<file path="config.mk">
export PLATFORM = sky130hd
export DESIGN_NAME = phy_mmd_registers
export DESIGN_NICKNAME = d
export VERILOG_FILES = /design/src/phy_mmd_registers.v
export VERILOG_INCLUDE_DIRS = /design/src
export SDC_FILE = /design/constraint.sdc
export NUM_CORES = 1
export LEC_CHECK = 0
export BUFFER_PORTS_ARGS = -buffer_cell sky130_fd_sc_hd__buf_2
export CAP_MARGIN = 20
export CORE_UTILIZATION = 56
export DETAILED_ROUTE_END_ITERATION = 16
export GPL_TIMING_DRIVEN = 0
export PLACE_DENSITY = 0.86
export RECOVER_POWER = 25
export SYNTH_ARGS = -nofsm -noshare
export SYNTH_HDL_FRONTEND = slang
export SYNTH_SLANG_ARGS = --single-unit
</file>
<file path="constraint.sdc">
create_clock -name clk_sys -period 3.3 [get_ports clk_sys]
set_clock_uncertainty 0.05 [all_clocks]
set_input_delay 0 -clock clk_sys [delete_from_list [all_inputs] [get_ports clk_sys]]
set_output_delay 0 -clock clk_sys [all_outputs]
set_load 0.01 [all_outputs]
</file>
<file path="src/phy_mmd_map.vh">
/*
 * Register map of the management-visible device bank: device numbers,
 * register offsets, field positions, reset values and fixed ability words.
 * Assumes inclusion by the bank module only; definitions only.
 */
`ifndef PHY_MMD_MAP_VH
`define PHY_MMD_MAP_VH

`define DEV_PMA 5'h01
`define DEV_PCS 5'h03
`define DEV_AN 5'h07

`define PMA_EXT_ABILITY_OFS 16'h000b
`define PMA_MULTIRATE_OFS 16'h0015
`define PARTNER_INFO_OFS 16'h0081
`define PAIR_SWAP_OFS 16'h0082
`define BACKOFF_OFS 16'h0083
`define TEST_CTRL_OFS 16'h0084
`define SKEW_B_OFS 16'h0091
`define SKEW_CD_OFS 16'h0092
`define RETRAIN_OFS 16'h0093
`define VENDOR_CTRL_OFS 16'h8000

`define PCS_CTRL_OFS 16'h0000
`define PCS_STAT_OFS 16'h0001
`define PCS_SPEED_OFS 16'h0004
`define EEE_CAP_OFS 16'h0014
`define EEE_CAP2_OFS 16'h0015
`define WAKE_ERR_OFS 16'h0016

`define AN_CTRL_OFS 16'h0000
`define AN_STAT_OFS 16'h0001

`define PMA_EXT_ABILITY_VAL 16'h41a0
`define PMA_MULTIRATE_VAL 16'h0001
`define PCS_SPEED_VAL 16'h0040
`define EEE_CAP_VAL 16'h0006
`define EEE_CAP2_VAL 16'h0001
`define PCS_CTRL_FIXED 16'h205c
`define RETRAIN_FIXED 16'h0010
`define AN_STAT_FIXED 16'h0008

`define RESET_BIT 15
`define LOOPBACK_BIT 14
`define XNP_BIT 13
`define AN_EN_BIT 12
`define AN_RESTART_BIT 9
`define TEST_SEL_HI 15
`define TEST_SEL_LO 13
`define TEST_FREQ_HI 12
`define TEST_FREQ_LO 10
`define SIGKIND_HI 2
`define SIGKIND_LO 1
`define RETRAIN_EN_BIT 0
`define LH_ENABLE_BIT 0

`define RETRAIN_EN_RST 1'b1
`define XNP_RST 1'b1
`define LH_ENABLE_RST 1'b0

`define TEST_MODE_DISTORTION 3'h4

`endif

</file>
<file path="src/phy_mmd_registers.v">
/*
 * Management register bank for the PMA/PMD, PCS and auto-negotiation devices
 * of a multi-rate copper transceiver.
 * Assumes a management frame decoder in front that delivers one-cycle read and
 * write strobes with device number and register address; status inputs are
 * synchronous to clk_sys.
 */
// Summary of operation
// [RL1] vendor bit set: partner-info-valid latches high until read; else live value.
// [RL2] partner and local backoff codes shown in 15:13 and 12:10, 2 dB steps.
// [RL3] test select 15:13 picks normal operation or transmitter test modes 1..7.
// [RL4] test frequency 12:10 applied only in test mode 4; reserved codes ignored.
// [RL5] pair B, C, D skew shown read-only as 7-bit fields.
// [RL6] two 5-bit counts of partner and local fast retrain events.
// [RL7] 2-bit selector chooses idle, local fault or link interruption during retrain.
// [RL8] fast retrain enable bit, reset value 1.
// [RL9] read-only bit 3 shows fast retrain was negotiated.
// [RL10] PCS reset bit restores all three devices, then clears itself.
// [RL11] PCS loopback active while control bit 14 is 1.
// [RL12] transmit and receive low power idle flags latch high until read.
// [RL13] bits 9 and 8 show live low power idle state.
// [RL14] PCS receive link bit latches low until read.
// [RL15] 16-bit clear-on-read counter of failed wake attempts.
// [RL16] AN reset bit restores all three devices, then clears itself.
// [RL17] extended next page control ignored while advertisement bit 12 is 0.
// [RL18] AN runs while enable bit 12 is 1; self-clearing bit 9 restarts it.
// [RL19] page-received bit 6 sets on a page and holds until read.
// [RL20] bit 5 AN complete, bit 2 latched-low link, bit 4 remote fault.
// [RL21] fixed ability bits: 2.5G, 10, 100, 1000 yes; 5G, 10G, backplane no.
// [RL22] EEE capability bits 2 and 1 read as constant 1.
// [RL23] a read of a latched flag reloads it from the present condition.
`timescale 1ns/1ps
`include "phy_mmd_map.vh"

module phy_mmd_registers #(
  parameter RETRAIN_CNT_W = 5,
  parameter WAKE_CNT_W = 16
) (
  input wire clk_sys,
  input wire rst,
  input wire [4:0] mmd_sel,
  input wire [15:0] reg_addr,
  input wire [15:0] wr_data,
  input wire wr_stb,
  input wire rd_stb,
  output reg [15:0] rd_data,
  output reg rd_valid,
  input wire partner_info_live,
  input wire [2:0] partner_backoff_code,
  input wire [2:0] local_backoff_code,
  input wire [3:0] polarity_flags,
  input wire [1:0] mdi_connection,
  input wire [6:0] skew_b,
  input wire [6:0] skew_c,
  input wire [6:0] skew_d,
  input wire partner_retrain_evt,
  input wire local_retrain_evt,
  input wire quick_retrain_agreed,
  input wire tx_lpi_live,
  input wire rx_lpi_live,
  input wire pcs_link_live,
  input wire wake_fault_evt,
  input wire page_rx_evt,
  input wire negotiation_done,
  input wire remote_fault_live,
  input wire an_link_live,
  input wire adv_next_page_able,
  output wire [2:0] transmitter_test_select,
  output wire [2:0] test_tone_select,
  output wire [1:0] retrain_signal_kind,
  output wire quick_retrain_allow,
  output wire pcs_loopback,
  output wire negotiation_enable,
  output reg negotiation_restart,
  output wire xnp_active,
  output reg bank_reset_pulse
);

  reg [2:0] test_sel_q;
  reg [2:0] test_freq_q;
  reg [1:0] sigkind_q;
  reg retrain_en_q;
  reg lh_enable_q;
  reg loopback_q;
  reg xnp_q;
  reg an_en_q;
  reg info_flag_q;
  reg tx_lpi_flag_q;
  reg rx_lpi_flag_q;
  reg pcs_link_flag_q;
  reg page_flag_q;
  reg an_link_flag_q;
  reg [RETRAIN_CNT_W-1:0] partner_retrain_count_q;
  reg [RETRAIN_CNT_W-1:0] local_retrain_count_q;
  reg [WAKE_CNT_W-1:0] wake_count_q;

  wire sel_pma = (mmd_sel == `DEV_PMA);
  wire sel_pcs = (mmd_sel == `DEV_PCS);
  wire sel_an = (mmd_sel == `DEV_AN);

  wire wr_test = wr_stb && sel_pma && (reg_addr == `TEST_CTRL_OFS);
  wire wr_retrain = wr_stb && sel_pma && (reg_addr == `RETRAIN_OFS);
  wire wr_vendor = wr_stb && sel_pma && (reg_addr == `VENDOR_CTRL_OFS);
  wire wr_pcs_ctrl = wr_stb && sel_pcs && (reg_addr == `PCS_CTRL_OFS);
  wire wr_an_ctrl = wr_stb && sel_an && (reg_addr == `AN_CTRL_OFS);

  wire rd_info = rd_stb && sel_pma && (reg_addr == `PARTNER_INFO_OFS);
  wire rd_pcs_stat = rd_stb && sel_pcs && (reg_addr == `PCS_STAT_OFS);
  wire rd_wake = rd_stb && sel_pcs && (reg_addr == `WAKE_ERR_OFS);
  wire rd_an_stat = rd_stb && sel_an && (reg_addr == `AN_STAT_OFS);

  // a reset request from either device resets the whole bank
  wire soft_reset = (wr_pcs_ctrl && wr_data[`RESET_BIT]) || // RL10
                    (wr_an_ctrl && wr_data[`RESET_BIT]); // RL16

  // control registers; soft reset wins over a write in the same cycle
  always @(posedge clk_sys or posedge rst) begin
    if (rst) begin
      test_sel_q <= 3'h0;
      test_freq_q <= 3'h0;
      sigkind_q <= 2'h0;
      retrain_en_q <= `RETRAIN_EN_RST;
      lh_enable_q <= `LH_ENABLE_RST;
      loopback_q <= 1'b0;
      xnp_q <= `XNP_RST;
      an_en_q <= 1'b0;
    end else if (soft_reset) begin
      test_sel_q <= 3'h0; // RL10 RL16
      test_freq_q <= 3'h0;
      sigkind_q <= 2'h0;
      retrain_en_q <= `RETRAIN_EN_RST;
      lh_enable_q <= `LH_ENABLE_RST;
      loopback_q <= 1'b0;
      xnp_q <= `XNP_RST;
      an_en_q <= 1'b0;
    end else begin
      if (wr_test) begin
        test_sel_q <= wr_data[`TEST_SEL_HI:`TEST_SEL_LO]; // RL3
        test_freq_q <= wr_data[`TEST_FREQ_HI:`TEST_FREQ_LO]; // RL4
      end
      if (wr_retrain) begin
        sigkind_q <= wr_data[`SIGKIND_HI:`SIGKIND_LO]; // RL7
        retrain_en_q <= wr_data[`RETRAIN_EN_BIT]; // RL8
      end
      if (wr_vendor)
        lh_enable_q <= wr_data[`LH_ENABLE_BIT];
      if (wr_pcs_ctrl)
        loopback_q <= wr_data[`LOOPBACK_BIT]; // RL11
      if (wr_an_ctrl) begin
        xnp_q <= wr_data[`XNP_BIT];
        an_en_q <= wr_data[`AN_EN_BIT]; // RL18
      end
    end
  end

  // restart and reset are pulses, so their bits always read back as 0
  always @(posedge clk_sys or posedge rst) begin
    if (rst) begin
      negotiation_restart <= 1'b0;
      bank_reset_pulse <= 1'b0;
    end else begin
      negotiation_restart <= wr_an_ctrl && wr_data[`AN_RESTART_BIT] && !soft_reset; // RL18
      bank_reset_pulse <= soft_reset; // RL10 RL16
    end
  end

  // latched flags: an event sets a latched-high flag, a lost link clears a latched-low one, a read reloads from the present condition
  always @(posedge clk_sys or posedge rst) begin
    if (rst) begin
      info_flag_q <= 1'b0;
      tx_lpi_flag_q <= 1'b0;
      rx_lpi_flag_q <= 1'b0;
      pcs_link_flag_q <= 1'b0;
      page_flag_q <= 1'b0;
      an_link_flag_q <= 1'b0;
    end else if (soft_reset) begin
      info_flag_q <= 1'b0;
      tx_lpi_flag_q <= 1'b0;
      rx_lpi_flag_q <= 1'b0;
      pcs_link_flag_q <= 1'b0;
      page_flag_q <= 1'b0;
      an_link_flag_q <= 1'b0;
    end else begin
      info_flag_q <= partner_info_live | (info_flag_q & ~rd_info); // RL1 RL23
      tx_lpi_flag_q <= tx_lpi_live | (tx_lpi_flag_q & ~rd_pcs_stat); // RL12 RL23
      rx_lpi_flag_q <= rx_lpi_live | (rx_lpi_flag_q & ~rd_pcs_stat); // RL12 RL23
      pcs_link_flag_q <= pcs_link_live & (pcs_link_flag_q | rd_pcs_stat); // RL14 RL23
      page_flag_q <= page_rx_evt | (page_flag_q & ~rd_an_stat); // RL19 RL23
      an_link_flag_q <= an_link_live & (an_link_flag_q | rd_an_stat); // RL20 RL23
    end
  end

  // retrain counters roll over; wake counter saturates and clears on read
  always @(posedge clk_sys or posedge rst) begin
    if (rst) begin
      partner_retrain_count_q <= {RETRAIN_CNT_W{1'b0}};
      local_retrain_count_q <= {RETRAIN_CNT_W{1'b0}};
      wake_count_q <= {WAKE_CNT_W{1'b0}};
    end else if (soft_reset) begin
      partner_retrain_count_q <= {RETRAIN_CNT_W{1'b0}};
      local_retrain_count_q <= {RETRAIN_CNT_W{1'b0}};
      wake_count_q <= {WAKE_CNT_W{1'b0}};
    end else begin
      if (partner_retrain_evt)
        partner_retrain_count_q <= partner_retrain_count_q + 1'b1; // RL6
      if (local_retrain_evt)
        local_retrain_count_q <= local_retrain_count_q + 1'b1; // RL6
      // an event in the read cycle is kept as a count of one
      if (rd_wake)
        wake_count_q <= {{(WAKE_CNT_W-1){1'b0}}, wake_fault_evt}; // RL15
      else if (wake_fault_evt && !(&wake_count_q))
        wake_count_q <= wake_count_q + 1'b1; // RL15
    end
  end

  // read multiplexer, answered one cycle after the strobe
  reg [15:0] read_mux;
  always @* begin
    read_mux = 16'h0000;
    if (sel_pma) begin
      case (reg_addr)
        `PMA_EXT_ABILITY_OFS: read_mux = `PMA_EXT_ABILITY_VAL; // RL21
        `PMA_MULTIRATE_OFS: read_mux = `PMA_MULTIRATE_VAL; // RL21
        `PARTNER_INFO_OFS: read_mux = {15'h0000, lh_enable_q ? info_flag_q : partner_info_live}; // RL1
        `PAIR_SWAP_OFS: read_mux = {4'h0, polarity_flags, 6'h00, mdi_connection};
        `BACKOFF_OFS: read_mux = {partner_backoff_code, local_backoff_code, 10'h000}; // RL2
        `TEST_CTRL_OFS: read_mux = {test_sel_q, test_freq_q, 10'h000};
        `SKEW_B_OFS: read_mux = {1'b0, skew_b, 8'h00}; // RL5
        `SKEW_CD_OFS: read_mux = {1'b0, skew_d, 1'b0, skew_c}; // RL5
        `RETRAIN_OFS: read_mux = {partner_retrain_count_q, local_retrain_count_q, 6'h00} |
                                 `RETRAIN_FIXED |
                                 {12'h000, quick_retrain_agreed, sigkind_q, retrain_en_q}; // RL6 RL9
        `VENDOR_CTRL_OFS: read_mux = {15'h0000, lh_enable_q};
        default: read_mux = 16'h0000;
      endcase
    end else if (sel_pcs) begin
      case (reg_addr)
        `PCS_CTRL_OFS: read_mux = `PCS_CTRL_FIXED | {1'b0, loopback_q, 14'h0000};
        `PCS_STAT_OFS: read_mux = {4'h0, tx_lpi_flag_q, rx_lpi_flag_q, tx_lpi_live, rx_lpi_live,
                                   5'h00, pcs_link_flag_q, 2'h0}; // RL12 RL13 RL14
        `PCS_SPEED_OFS: read_mux = `PCS_SPEED_VAL;
        `EEE_CAP_OFS: read_mux = `EEE_CAP_VAL; // RL22
        `EEE_CAP2_OFS: read_mux = `EEE_CAP2_VAL;
        `WAKE_ERR_OFS: read_mux = wake_count_q; // RL15
        default: read_mux = 16'h0000;
      endcase
    end else if (sel_an) begin
      case (reg_addr)
        `AN_CTRL_OFS: read_mux = {2'h0, xnp_q, an_en_q, 12'h000};
        `AN_STAT_OFS: read_mux = `AN_STAT_FIXED |
                                 {9'h000, page_flag_q, negotiation_done, remote_fault_live,
                                  1'b0, an_link_flag_q, 2'h0}; // RL19 RL20
        default: read_mux = 16'h0000;
      endcase
    end
  end

  always @(posedge clk_sys or posedge rst) begin
    if (rst) begin
      rd_data <= 16'h0000;
      rd_valid <= 1'b0;
    end else begin
      rd_valid <= rd_stb;
      if (rd_stb)
        rd_data <= read_mux;
    end
  end

  assign transmitter_test_select = test_sel_q; // RL3
  // tone codes 0, 3 and 7 are reserved and never reach the transmitter
  assign test_tone_select = (test_sel_q == `TEST_MODE_DISTORTION &&
                             test_freq_q != 3'h0 && test_freq_q != 3'h3 &&
                             test_freq_q != 3'h7) ? test_freq_q : 3'h0; // RL4
  assign retrain_signal_kind = sigkind_q; // RL7
  assign quick_retrain_allow = retrain_en_q; // RL8
  assign pcs_loopback = loopback_q; // RL11
  assign negotiation_enable = an_en_q; // RL18
  assign xnp_active = xnp_q && adv_next_page_able; // RL17

endmodule

</file>
* Yosys cells after proc, flatten, opt, wreduce, memory -nomap -nowiden
Index checks and enable logic that the tools add are counted. Widths: inputs -> output; s select.
Cells by class: $add $sub $neg 3, equality and inequality tests 20, muxes and demuxes 37, bitwise gates (word level) 16, reductions and logical operators 38
Operators by type and width (count):
- $pmux 16 s10 | 1
- $eq 16x8->1 const B | 7
- $pmux 16 s6 | 1
- $mux 16 | 5
- $eq 16x5->1 const B | 3
- $pmux 14 s2 | 1
- $logic_and 1x1->1 | 24
- $mux 5 | 4
- $mux 1 | 17
- $add 16x1->16 const B | 1
- $eq 16x1->1 const B | 1
- $eq 16x16->1 const B | 1
- $eq 16x3->1 const B | 1
- $eq 16x4->1 const B | 1
- $logic_not 16->1 | 1
- $or 16x4->16 | 1
- $reduce_and 16->1 | 1
- $mux 3 | 5
- $mux 14 | 1
- $reduce_bool 2->1 | 7
- $add 5x1->5 const B | 2
- $and 1x1->1 | 6
- $or 1x1->1 | 6
- $reduce_bool 3->1 | 2
- other kinds (10) | 14
Word-level totals: register bits after elaboration 64, input bits 87, output and inout bits 31, word-level logic and storage cells 135

* Logic depth before layout (Yosys ltp)
Gate-level depths: netlist of the first run.
word-level depth 7, mapped depth 9, gate-level depth less buffers 6

* Least setup slack after synthesis of the first run
No wires, ideal clock.
path kind input to register, start in reg_addr[8], end reg test_freq_q[0], setup time 130 ps, arrival time 1840 ps, required time 3120 ps, slack 1279 ps, cell stages on the path 8, path buffers 2, cell sequence or4_4 > buf_6 > or4_4 > nor2_1 > and3_1 > buf_4 > mux2i_1 > nor2_1
Between the ends: longest elaborated chain between the ends 5, elaborated cells between the ends (all ways) 10, classes of those cells eq/ne (1); mux (1); reduce/logical (8)
Ends and longest elaborated chain:
- start: declaration | line phy_mmd_registers.v:42 | input wire [15:0] reg_addr,
- $logic_not 16->1
- $logic_and 1x1->1 (on tied branches) | line phy_mmd_registers.v:104, phy_mmd_registers.v:105
- $logic_and 1x1->1 (on tied branches) | line phy_mmd_registers.v:113, phy_mmd_registers.v:114
- $logic_or 1x1->1 | line phy_mmd_registers.v:113 | wire soft_reset = (wr_pcs_ctrl && wr_data[`RESET_BIT]) ||
- $mux 3 or $reduce_bool 2->1 (tied branches)
- end signal: assignment | line phy_mmd_registers.v:139 | test_freq_q <= wr_data[`TEST_FREQ_HI:`TEST_FREQ_LO];
- end: declaration | line phy_mmd_registers.v:80 | reg [2:0] test_freq_q;
Several ways; a longest one is shown, not always the timed one. A chain may end at the register's enable or synchronous reset.

* Worst setup path in the final report of the first run
start in reg_addr[8], end reg negotiation_restart
Between the ends: longest elaborated chain between the ends 6, elaborated cells between the ends (all ways) 9, classes of those cells reduce/logical (9)
Ends and longest elaborated chain:
- $logic_not 16->1 *
- $logic_and 1x1->1 (on tied branches) | line phy_mmd_registers.v:104, phy_mmd_registers.v:105
- $logic_and 1x1->1 (on tied branches) | line phy_mmd_registers.v:113, phy_mmd_registers.v:114
- $logic_or 1x1->1 | line phy_mmd_registers.v:113
- $logic_not 1->1 | line phy_mmd_registers.v:162 | negotiation_restart <= wr_an_ctrl && wr_data[`AN_RESTART_BIT] && !soft_reset;
- $logic_and 1x1->1 * | line phy_mmd_registers.v:162
- end signal: assignment | line phy_mmd_registers.v:162
- end: declaration | line phy_mmd_registers.v:74 | output reg negotiation_restart,
Every way passes the cells marked *; elsewhere a longest branch is shown, timed or not.

==> results of run 1 <==
## power by group through the flow
stage	Sequential, mW	Combinational (mW)	Clock [mW]
2_1_floorplan	1.02	0.258	0
3_3_place_gp	1.04	0.372	0
3_5_place_dp	1.05	0.400	0
4_1_cts	1.04	0.423	0.683
5_1_grt	1.06	0.475	0.718
6_report	1.05	0.430	0.683
## critical path, stage by stage
cell	delay, ps
buf_2	100
or4_4	520
buf_6	170
nor3_1	330
and2_1	180
clkbuf_1	310
nand4_1	280
nor3b_1	270
dlygate4sd3_1	570
## timing repair
item	in CTS	in global routing
endpoints found under the hold margin	56	0
hold buffers	22	0
resized for setup	0	0
## final cells by class
| type | count | share of cell area, % |
|---|---|---|
| Tap cell | 96 | 2.38 |
| Sequential cell | 64 | 31.8 |
| Timing Repair Buffer | 133 | 15.4 |
| Buffer | 22 | 2.20 |
| Inverter | 8 | 0.595 |
| Clock inverter | 7 | 1.39 |
| Multi-Input combinational cell | 340 | 43.8 |
| Clock buffer | 9 | 2.45 |
## placed cells by master, fill, tap and decap left out, types with 4 or more instances in the layout
cell type	count
a222oi_1	6
a31oi_1	9
nor3b_1	7
and3_1	6
dfrtp_1	62
mux2i_1	16
nand4_1	12
a21oi_1	18
and4_1	4
nor4_1	6
clkbuf_1	22
buf_2	103
clkbuf_8	9
a32oi_1	8
o21ai_0	8
xor2_1	12
nor2_1	67
o22a_1	8
a21o_1	4
a22oi_1	9
inv_1	7
nor3_1	14
and2_1	5
nand2_1	44
dlygate4sd3_1	22
nand3_1	8
xnor2_1	12
## sequential cells by signal, indices dropped and copies added (netlist names)
register	cells
rd_data	16
wake_count_q	16
local_retrain_count_q	5
partner_retrain_count_q	5
test_freq_q	3
transmitter_test_select	3
retrain_signal_kind	2
an_link_flag_q	1
bank_reset_pulse	1
info_flag_q	1
lh_enable_q	1
negotiation_enable	1
negotiation_restart	1
page_flag_q	1
pcs_link_flag_q	1
pcs_loopback	1
quick_retrain_allow	1
rd_valid	1
rx_lpi_flag_q	1
tx_lpi_flag_q	1
xnp_q	1
## worst paths after layout
| kind | start | end | slack (ps) | cells past startpoint |
|---|---|---|---|---|
| setup / recovery | reg_addr[8] | negotiation_restart | 770 | 9 |
| hold / removal | negotiation_done | rd_data[5] | 20 | 3 |
| setup reg to reg | wake_count_q[9] | wake_count_q[11] | 1210 | 6 |
| hold reg to reg | info_flag_q | info_flag_q | 470 | 2 |
| max in group asynchronous | rst | quick_retrain_allow | 1930 | 4 |
| min in group asynchronous | rst | wake_count_q[6] | 440 | 3 |
## stage by stage
stage	area (µm²)	hold slack, ps	total power [mW]	instances
final	5050	16.4	2.16	679
after global placement	4630	104	1.42	640
after detailed placement	4650	61.9	1.45	641
after floorplan	3960	-18.6	1.28	434
after CTS	5060	8.62	2.15	679
after global routing	5050	44.7	2.25	679
## cells by family (layout without fill, tap and decap cells)
logic type | count (synthesis) | in the layout | share of synthesized area, %
flops | 64 | 64 | 40.5
buf+inv | 30 | 179 | 3.57
simple gates | 204 | 204 | 27.7
compound gates | 93 | 93 | 17.9
fa+ha+maj | 3 | 3 | 0.948
xor+xnor | 24 | 24 | 5.31
mux | 16 | 16 | 4.04
## metal layers
layer / up-vias / part of all wire [%]
met5: - / 0
met4: 0 / 3.9
met3: 48 / 10
met2: 334 / 48
met1: 2027 / 38
li1: 1901 / -
==> out/metrics.csv, run 1 <==
metric,value,unit
synth_nets,524,
rsz0062_at_grt,no,
synth_top_area_cell,dfrtp_1,
setup_slack,774,ps
hold_viol_final,0,
grt_pass1_wl,20600,µm
yosys.cell_types.count,68,
via_per_inst,6.35,
cts_buffers,9,
timing.critical_path.fanout_max,9,
netlist_area,3960,µm²
grt_use_met3,5.77,%
synth_edf_count,0,
row_count,30,
finalCritPeriodShare,76.6,%
power.internal,1.45,mW
tritoncts,yes,
power.switching,0.712,mW
fmax,396,MHz
irDropWorstVdd,0.374,mV
seq_area_frac_synth,40.5,%
power.leakage,2.19,nW
antenna_cells,0,
gp_congestion,0.957,
drt_iter0_markers,569,
port_buffers,110,
syn-instance-count,434,
regArea,1600,µm²
post-place-ws,598,ps
yosys-top-cells-area,"dfrtp_1 39%, nor2_1 6.4%, nand2_1 4.2%, mux2i_1 4.0%, xnor2_1 2.7%",
firstDrtPassIters,6,
grt_start_max_net_pins,37,
start_util,58.3,%
setup_violations,0,
final_antenna_net_count,0,
routed_wl,13200,µm
p_per_area,429,nW/µm²
vias,4310,
clk_pin_slew,80,ps
dieArea,7410,µm²
grt_usage,36.9,%
met2_usage,61.6,%
fillCellCount,505,
met1_usage,47.1,%
synth.top_cells.by_count,"67 x nor2_1, 62 x dfrtp_1, 44 x nand2_1",
synth.most_common_cell,nor2_1,
multi_input_area,2210,µm²
power_frac_clock,31.6,%
tightest_slew,1140,ps
synth_area_per_cell,9.12,µm²
ys_ff_latch,64,
final_util,74.3,%
netlist.area_leader.share,39.2,%
syn_to_final_growth,27.6,%
insertion_delay,350,ps
start_kind,input pin,
io_pins,118,
drc_errors,0,
pwr-share-comb,19.9,%
antenna_found_initial,0,
arrival,2760,ps
dieHeight,86.1,µm
grt_overflow,0,
ys.warnings.count,0,
grt-busiest-layer,met2,
status,"complete, no violations",
hp-class,input pin to register,
fin_nets,668,
clock-sinks,64,
slew_violations,0,
worstSetupPathType,input pin to register,
drv_cap,0,
dp_hpwl,9380,µm
async_flop_share,100,%
synthFlopType,dfrtp_1,
drive_gt1_share,24.5,%
die_x,86.1,µm
seqPwrFrac,48.6,%
cts_root_buf,clkbuf_8,
relSlewSlack,24.2,%
swShare,32.9,%
required,3530,ps
ctsLongestPathBuffers,2,
grt_pass1_vias,4136,
core,6790,µm²
period_minus_slack,2530,ps
htreeDepth,3,
endpoint_kind,register,
setup_tns,0,ps
post_cts_buffers,0,
wl_per_cell,19.4,µm
Note: power is estimated with default switching activity, not from simulation.
==> run 2, diff against run 1 <==
--- a/config.mk
+++ b/config.mk
@@ -8,10 +8,10 @@
 export LEC_CHECK = 0
 export BUFFER_PORTS_ARGS = -buffer_cell sky130_fd_sc_hd__buf_2
 export CAP_MARGIN = 20
-export CORE_UTILIZATION = 56
+export CORE_UTILIZATION = 52
 export DETAILED_ROUTE_END_ITERATION = 16
 export GPL_TIMING_DRIVEN = 0
-export PLACE_DENSITY = 0.86
+export PLACE_DENSITY = 0.8
 export RECOVER_POWER = 25
 export SYNTH_ARGS = -nofsm -noshare
 export SYNTH_HDL_FRONTEND = slang
==> constraint.sdc (replaced) <==
create_clock -name clk_sys -period 2.4 [get_ports clk_sys]
set_clock_uncertainty 0.05 [all_clocks]
set_input_delay 0 -clock clk_sys [delete_from_list [all_inputs] [get_ports clk_sys]]
set_output_delay 0 -clock clk_sys [all_outputs]
set_load 0.01 [all_outputs]
==> out/metrics.csv, run 2 (synthesized netlist as in run 1, its figures left out) <==
metric,value,unit,change
status,"complete, no violations",,
hold_slack,39.9,ps,+23.5 ps
cts_buffers,9,,unchanged
tightest_slew,925,ps,-211 ps
fin_nets,670,,+0.30%
drv_cap,0,,unchanged
required,2590,ps,-940 ps
start_util,54.3,%,-4.0 points
firstDrtPassIters,5,,-1
hp-class,input pin to register,,
gp_congestion,0.946,,-1.1%
final_common_cell,buf_2,,
worst_path_most_repeated_cell,buf_2,,
timing.critical_path.fanout_max,10,,+1
grt_overflow,0,,unchanged
grt_pass1_wl,20000,µm,-2.9%
vias,4252,,-1.3%
fin_total_pwr,2.99,mW,+38%
via_per_inst,6.22,,-2.1%
p_per_area,587,nW/µm²,+37%
tritoncts,yes,,
endpoint_kind,register,,
wl_per_cell,18.9,µm,-2.5%
start_kind,input pin,,
antenna_cells,0,,unchanged
period_minus_slack,2210,ps,
die_x,89.3,µm,+3.7%
ctsLongestPathBuffers,2,,unchanged
power.leakage,2.20,nW,+0.45%
final_antenna_net_count,0,,unchanged
irDropWorstVdd,0.492,mV,+32%
routed_wl,13000,µm,-1.8%
setup_tns,0,ps,unchanged
cts_root_buf,clkbuf_8,,
arrival,2400,ps,-360 ps
path_cells,buf_2 > or4_4 > buf_6 > nor3_1 > nand4_1 > inv_2 > buf_2 > nor2_1,,
port_buffers,110,,unchanged
grt_start_max_net_pins,42,,+14%
clk_pin_slew,80,ps,about the same
top_regs,"rd_data x16, wake_count_q x16",,
antenna_found_initial,0,,unchanged
clock-sinks,64,,unchanged
row_count,31,,+3.3%
fmax,453,MHz,
drt_iter0_markers,390,,-31%
post_cts_buffers,0,,unchanged
grt_usage,34.5,%,-2.4 points
drc_errors,0,,unchanged
syn_to_final_growth,28.5,%,
dieArea,7970,µm²,+7.5%
drive_gt1_share,23.9,%,-0.60 points
insertion_delay,360,ps,about the same
dp_hpwl,9510,µm,+1.4%
grt_pass1_vias,4054,,-2.0%
rsz0062_at_grt,no,,
slew_violations,0,,unchanged
setup_violations,0,,unchanged
finalCritPeriodShare,92.1,%,
slowest_delay,530,ps,-40 ps
worstSetupPathType,input pin to register,,
hold_viol_final,0,,unchanged
crit_slowest_cell,or4_4,,
htreeDepth,3,,unchanged
dieHeight,89.3,µm,+3.7%
layout_common_cells,"99 x buf_2, 67 x nor2_1, 62 x dfrtp_1, 44 x nand2_1, 27 x clkbuf_1",,
relSlewSlack,37.9,%,+14 points
io_pins,118,,unchanged
core,7290,µm²,+7.3%
-- run 2: cell types whose count changed in the layout (fill, tap and decap cells not counted), moves of 2 or more --
cell and delta:
buf_1 -2, clkbuf_1 +5, dlygate4sd3_1 +2, buf_2 -4, clkinv_2 -2
-- run 2: what timing repair did --
item                                    CTS  global route
resized for setup                         1             2
endpoints found under the setup margin    1            18
hold endpoints to repair                 53             0
hold buffers                             24             0
-- run 2: metal layers --
metal  global-route usage (%)  wire (µm)  vias up
li1                         -          -     1909
met1                     46.3       5300     2037
met2                     54.1       5950      253
met3                     6.93       1100       53
met4                     16.0        609        0
met5                        0          0        -
-- run 2: metrics by stage --
| step | cell area [µm²] | cells | setup WS (ps) | utilization (%) |
|---|---|---|---|---|
| global placement | 4630 | 643 | -284 | 63.6 |
| detailed placement | 4650 | 644 | -371 | 63.8 |
| CTS | 5100 | 684 | 111 | 70.0 |
| floorplan | 3960 | 434 | 379 | - |
| global route | 5090 | 684 | 2.74 | 69.8 |
| finish | 5090 | 684 | 191 | 69.8 |
-- run 2: power by group --
group          total [mW]  leakage (nW)  internal (mW)  switching [mW]
combinational       0.580          1.30          0.279           0.301
sequential           1.44         0.798           1.24           0.196
clock               0.971        0.0989          0.511           0.460
-- run 2: cell type report --
class                   instances  area [µm²]
plain buffers                  22         114
clock buffers                  10         138
clock inverters                 6        67.6
fillers                       641        2200
inverters                       8        30.0
multi-input cells             340        2220
flip-flops and latches         64        1600
well taps                      99         124
repair buffers                135         791
-- run 2: worst max-delay path: cells and delay by family --
kind,cells,cell delay [ps]
simple gates,4,1400
buf+inv,4,990
-- run 2: path summary, 6_finish.rpt --
path	slack (ps)	cells past startpoint	to	startpoint
worst min register to register	470	2	page_flag_q	page_flag_q
worst min-delay path	40	4	rd_data[3]	skew_c[3]
min in group asynchronous	340	3	wake_count_q[10]	rst
worst max register to register	400	6	wake_count_q[13]	wake_count_q[9]
worst max-delay path	190	8	test_freq_q[1]	reg_addr[8]
max in group asynchronous	1170	4	quick_retrain_allow	rst
==> run 3, diff against run 2 <==
==> constraint.sdc (replaced) <==
create_clock -name clk_sys -period 2.4 [get_ports clk_sys]
set_clock_uncertainty 0.05 [all_clocks]
set_input_delay 0 -clock clk_sys [delete_from_list [all_inputs] [get_ports clk_sys]]
set_output_delay 0 -clock clk_sys [all_outputs]
set_load 0.05 [all_outputs]
==> out/metrics.csv, run 3 (synthesized netlist as in run 1, its figures left out) <==
metric,value,unit,change
hp-class,input pin to register,,
endpoint_kind,register,,
min_from,skew_c[3],,
clk_pin_slew,80,ps,about the same
hold_slack,43.0,ps,+3.05 ps
slew_violations,0,,unchanged
drt_iter0_markers,409,,+4.9%
hold_viol_final,0,,unchanged
wl_per_cell,18.9,µm,about the same
setup_slack,175,ps,-16.1 ps
routed_wl,13000,µm,about the same
drc_errors,0,,unchanged
fin_cells,684,,unchanged
vias,4184,,-1.6%
cts_root_buf,clkbuf_8,,
via_per_inst,6.12,,-1.6%
antenna_cells,0,,unchanged
top_regs,"rd_data x16, wake_count_q x16",,
fillCellCount,637,,-0.62%
io_pins,118,,unchanged
start_util,54.3,%,unchanged
p_per_area,598,nW/µm²,+1.8%
fmax,449,MHz,-0.72%
grt_overflow,0,,unchanged
insertion_delay,360,ps,about the same
antenna_found_initial,0,,unchanged
syn_to_final_growth,28.6,%,about the same
rr_startpoint,wake_count_q[9],,
htreeDepth,3,,unchanged
drive_gt1_share,26.5,%,+2.6 points
drv_cap,0,,unchanged
row_count,31,,unchanged
grt_pass1_vias,4054,,unchanged
dp.cells,644,,unchanged
dp_hpwl,9510,µm,unchanged
fin_nets,670,,unchanged
reg2regPathDepth,6,,unchanged
layout_common_cells,"114 x buf_2, 67 x nor2_1, 62 x dfrtp_1, 44 x nand2_1, 24 x dlygate4sd3_1",,
tritoncts,yes,,
multi_input_area,2220,µm²,unchanged
hold_end,rd_data[3],,
timing.rr.end,wake_count_q[13],,
firstDrtPassIters,6,,+1
tightest_slew,1020,ps,+99.3 ps
grt_start_max_net_pins,42,,unchanged
gp_congestion,0.946,,unchanged
start_kind,input pin,,
regArea,1600,µm²,unchanged
grt_pass1_wl,20000,µm,unchanged
setup_tns,0,ps,unchanged
setup_violations,0,,unchanged
clock-sinks,64,,unchanged
rsz0062_at_grt,no,,
dieArea,7970,µm²,unchanged
required,2580,ps,about the same
power.leakage,2.24,nW,+2.2%
die_x,89.3,µm,unchanged
post-place-ws,-371,ps,unchanged
finalCritPeriodShare,92.7,%,+0.67 points
port_buffers,110,,unchanged
post_cts_buffers,0,,unchanged
core,7290,µm²,unchanged
ctsLongestPathBuffers,2,,unchanged
relSlewSlack,31.7,%,-6.1 points
worstSetupPathType,input pin to register,,
final_antenna_net_count,0,,unchanged
fin_total_pwr,3.04,mW,+1.9%
final_common_cell,buf_2,,
hold-path-cell-count,4,,unchanged
arrival,2410,ps,about the same
timing.critical_path.fanout_max,10,,unchanged
period_minus_slack,2230,ps,+16.1 ps
dieHeight,89.3,µm,unchanged
grt_usage,34.5,%,unchanged
irDropWorstVdd,0.493,mV,about the same
cts_buffers,9,,unchanged
status,"complete, no violations",,
rrSetupSlack,410,ps,about the same
## run 3: changes by cell type in the layout (fill, tap and decap cells not counted)
cell,before,now
buf_12,1,0
clkbuf_1,27,12
clkbuf_2,2,3
buf_2,99,114
## run 3: worst max path at each step
stage	slack (ps)	startpoint	cells past startpoint	to
global placement	-280	reg_addr[8]	8	local_retrain_count_q[4]
finish	170	reg_addr[8]	8	test_freq_q[1]
floorplan	330	transmitter_test_select[0]	3	test_tone_select[1]
CTS	110	reg_addr[8]	8	local_retrain_count_q[3]
detailed placement	-370	reg_addr[8]	8	test_freq_q[1]
global route	3	reg_addr[1]	9	wake_count_q[5]
## run 3: what timing repair did
action                                 in CTS  in global routing
gates resized for setup                     1                  2
hold buffers                               24                  0
endpoints found under the hold margin      53                  0
setup endpoints to repair                   1                 18
## run 3: report_power, final
group	switching [mW]	internal [mW]	leakage, nW
logic	0.360	0.280	1.35
registers	0.199	1.24	0.798
clock network	0.455	0.511	0.0989
## run 3: final cells by class
type | count | share of cell area (%)
Clock inverter | 6 | 1.33
Buffer | 22 | 2.24
Multi-Input combinational cell | 340 | 43.6
Tap cell | 99 | 2.43
Inverter | 8 | 0.590
Timing Repair Buffer | 135 | 15.6
Clock buffer | 10 | 2.70
Sequential cell | 64 | 31.5
## run 3: through the flow
step / util (%) / instance area (µm²)
after floorplan: - / 3960
after global placement: 63.6 / 4630
after detailed placement: 63.8 / 4650
after CTS: 70.0 / 5100
after global routing: 69.8 / 5090
final: 69.8 / 5090
## run 3: routing by layer
metal	vias to the layer above	GRT usage, %	routed length (µm)
li1	1904	-	-
met1	2022	46.3	5430
met2	216	54.1	5980
met3	42	6.93	1010
met4	0	16.0	547
met5	-	0	0
## run 3: worst max-delay path, cell delays in order
cell	delay, ps
buf_2	100
or4_4	530
buf_6	170
nor3_1	370
nand4_1	420
inv_2	380
buf_2	340
nor2_1	90
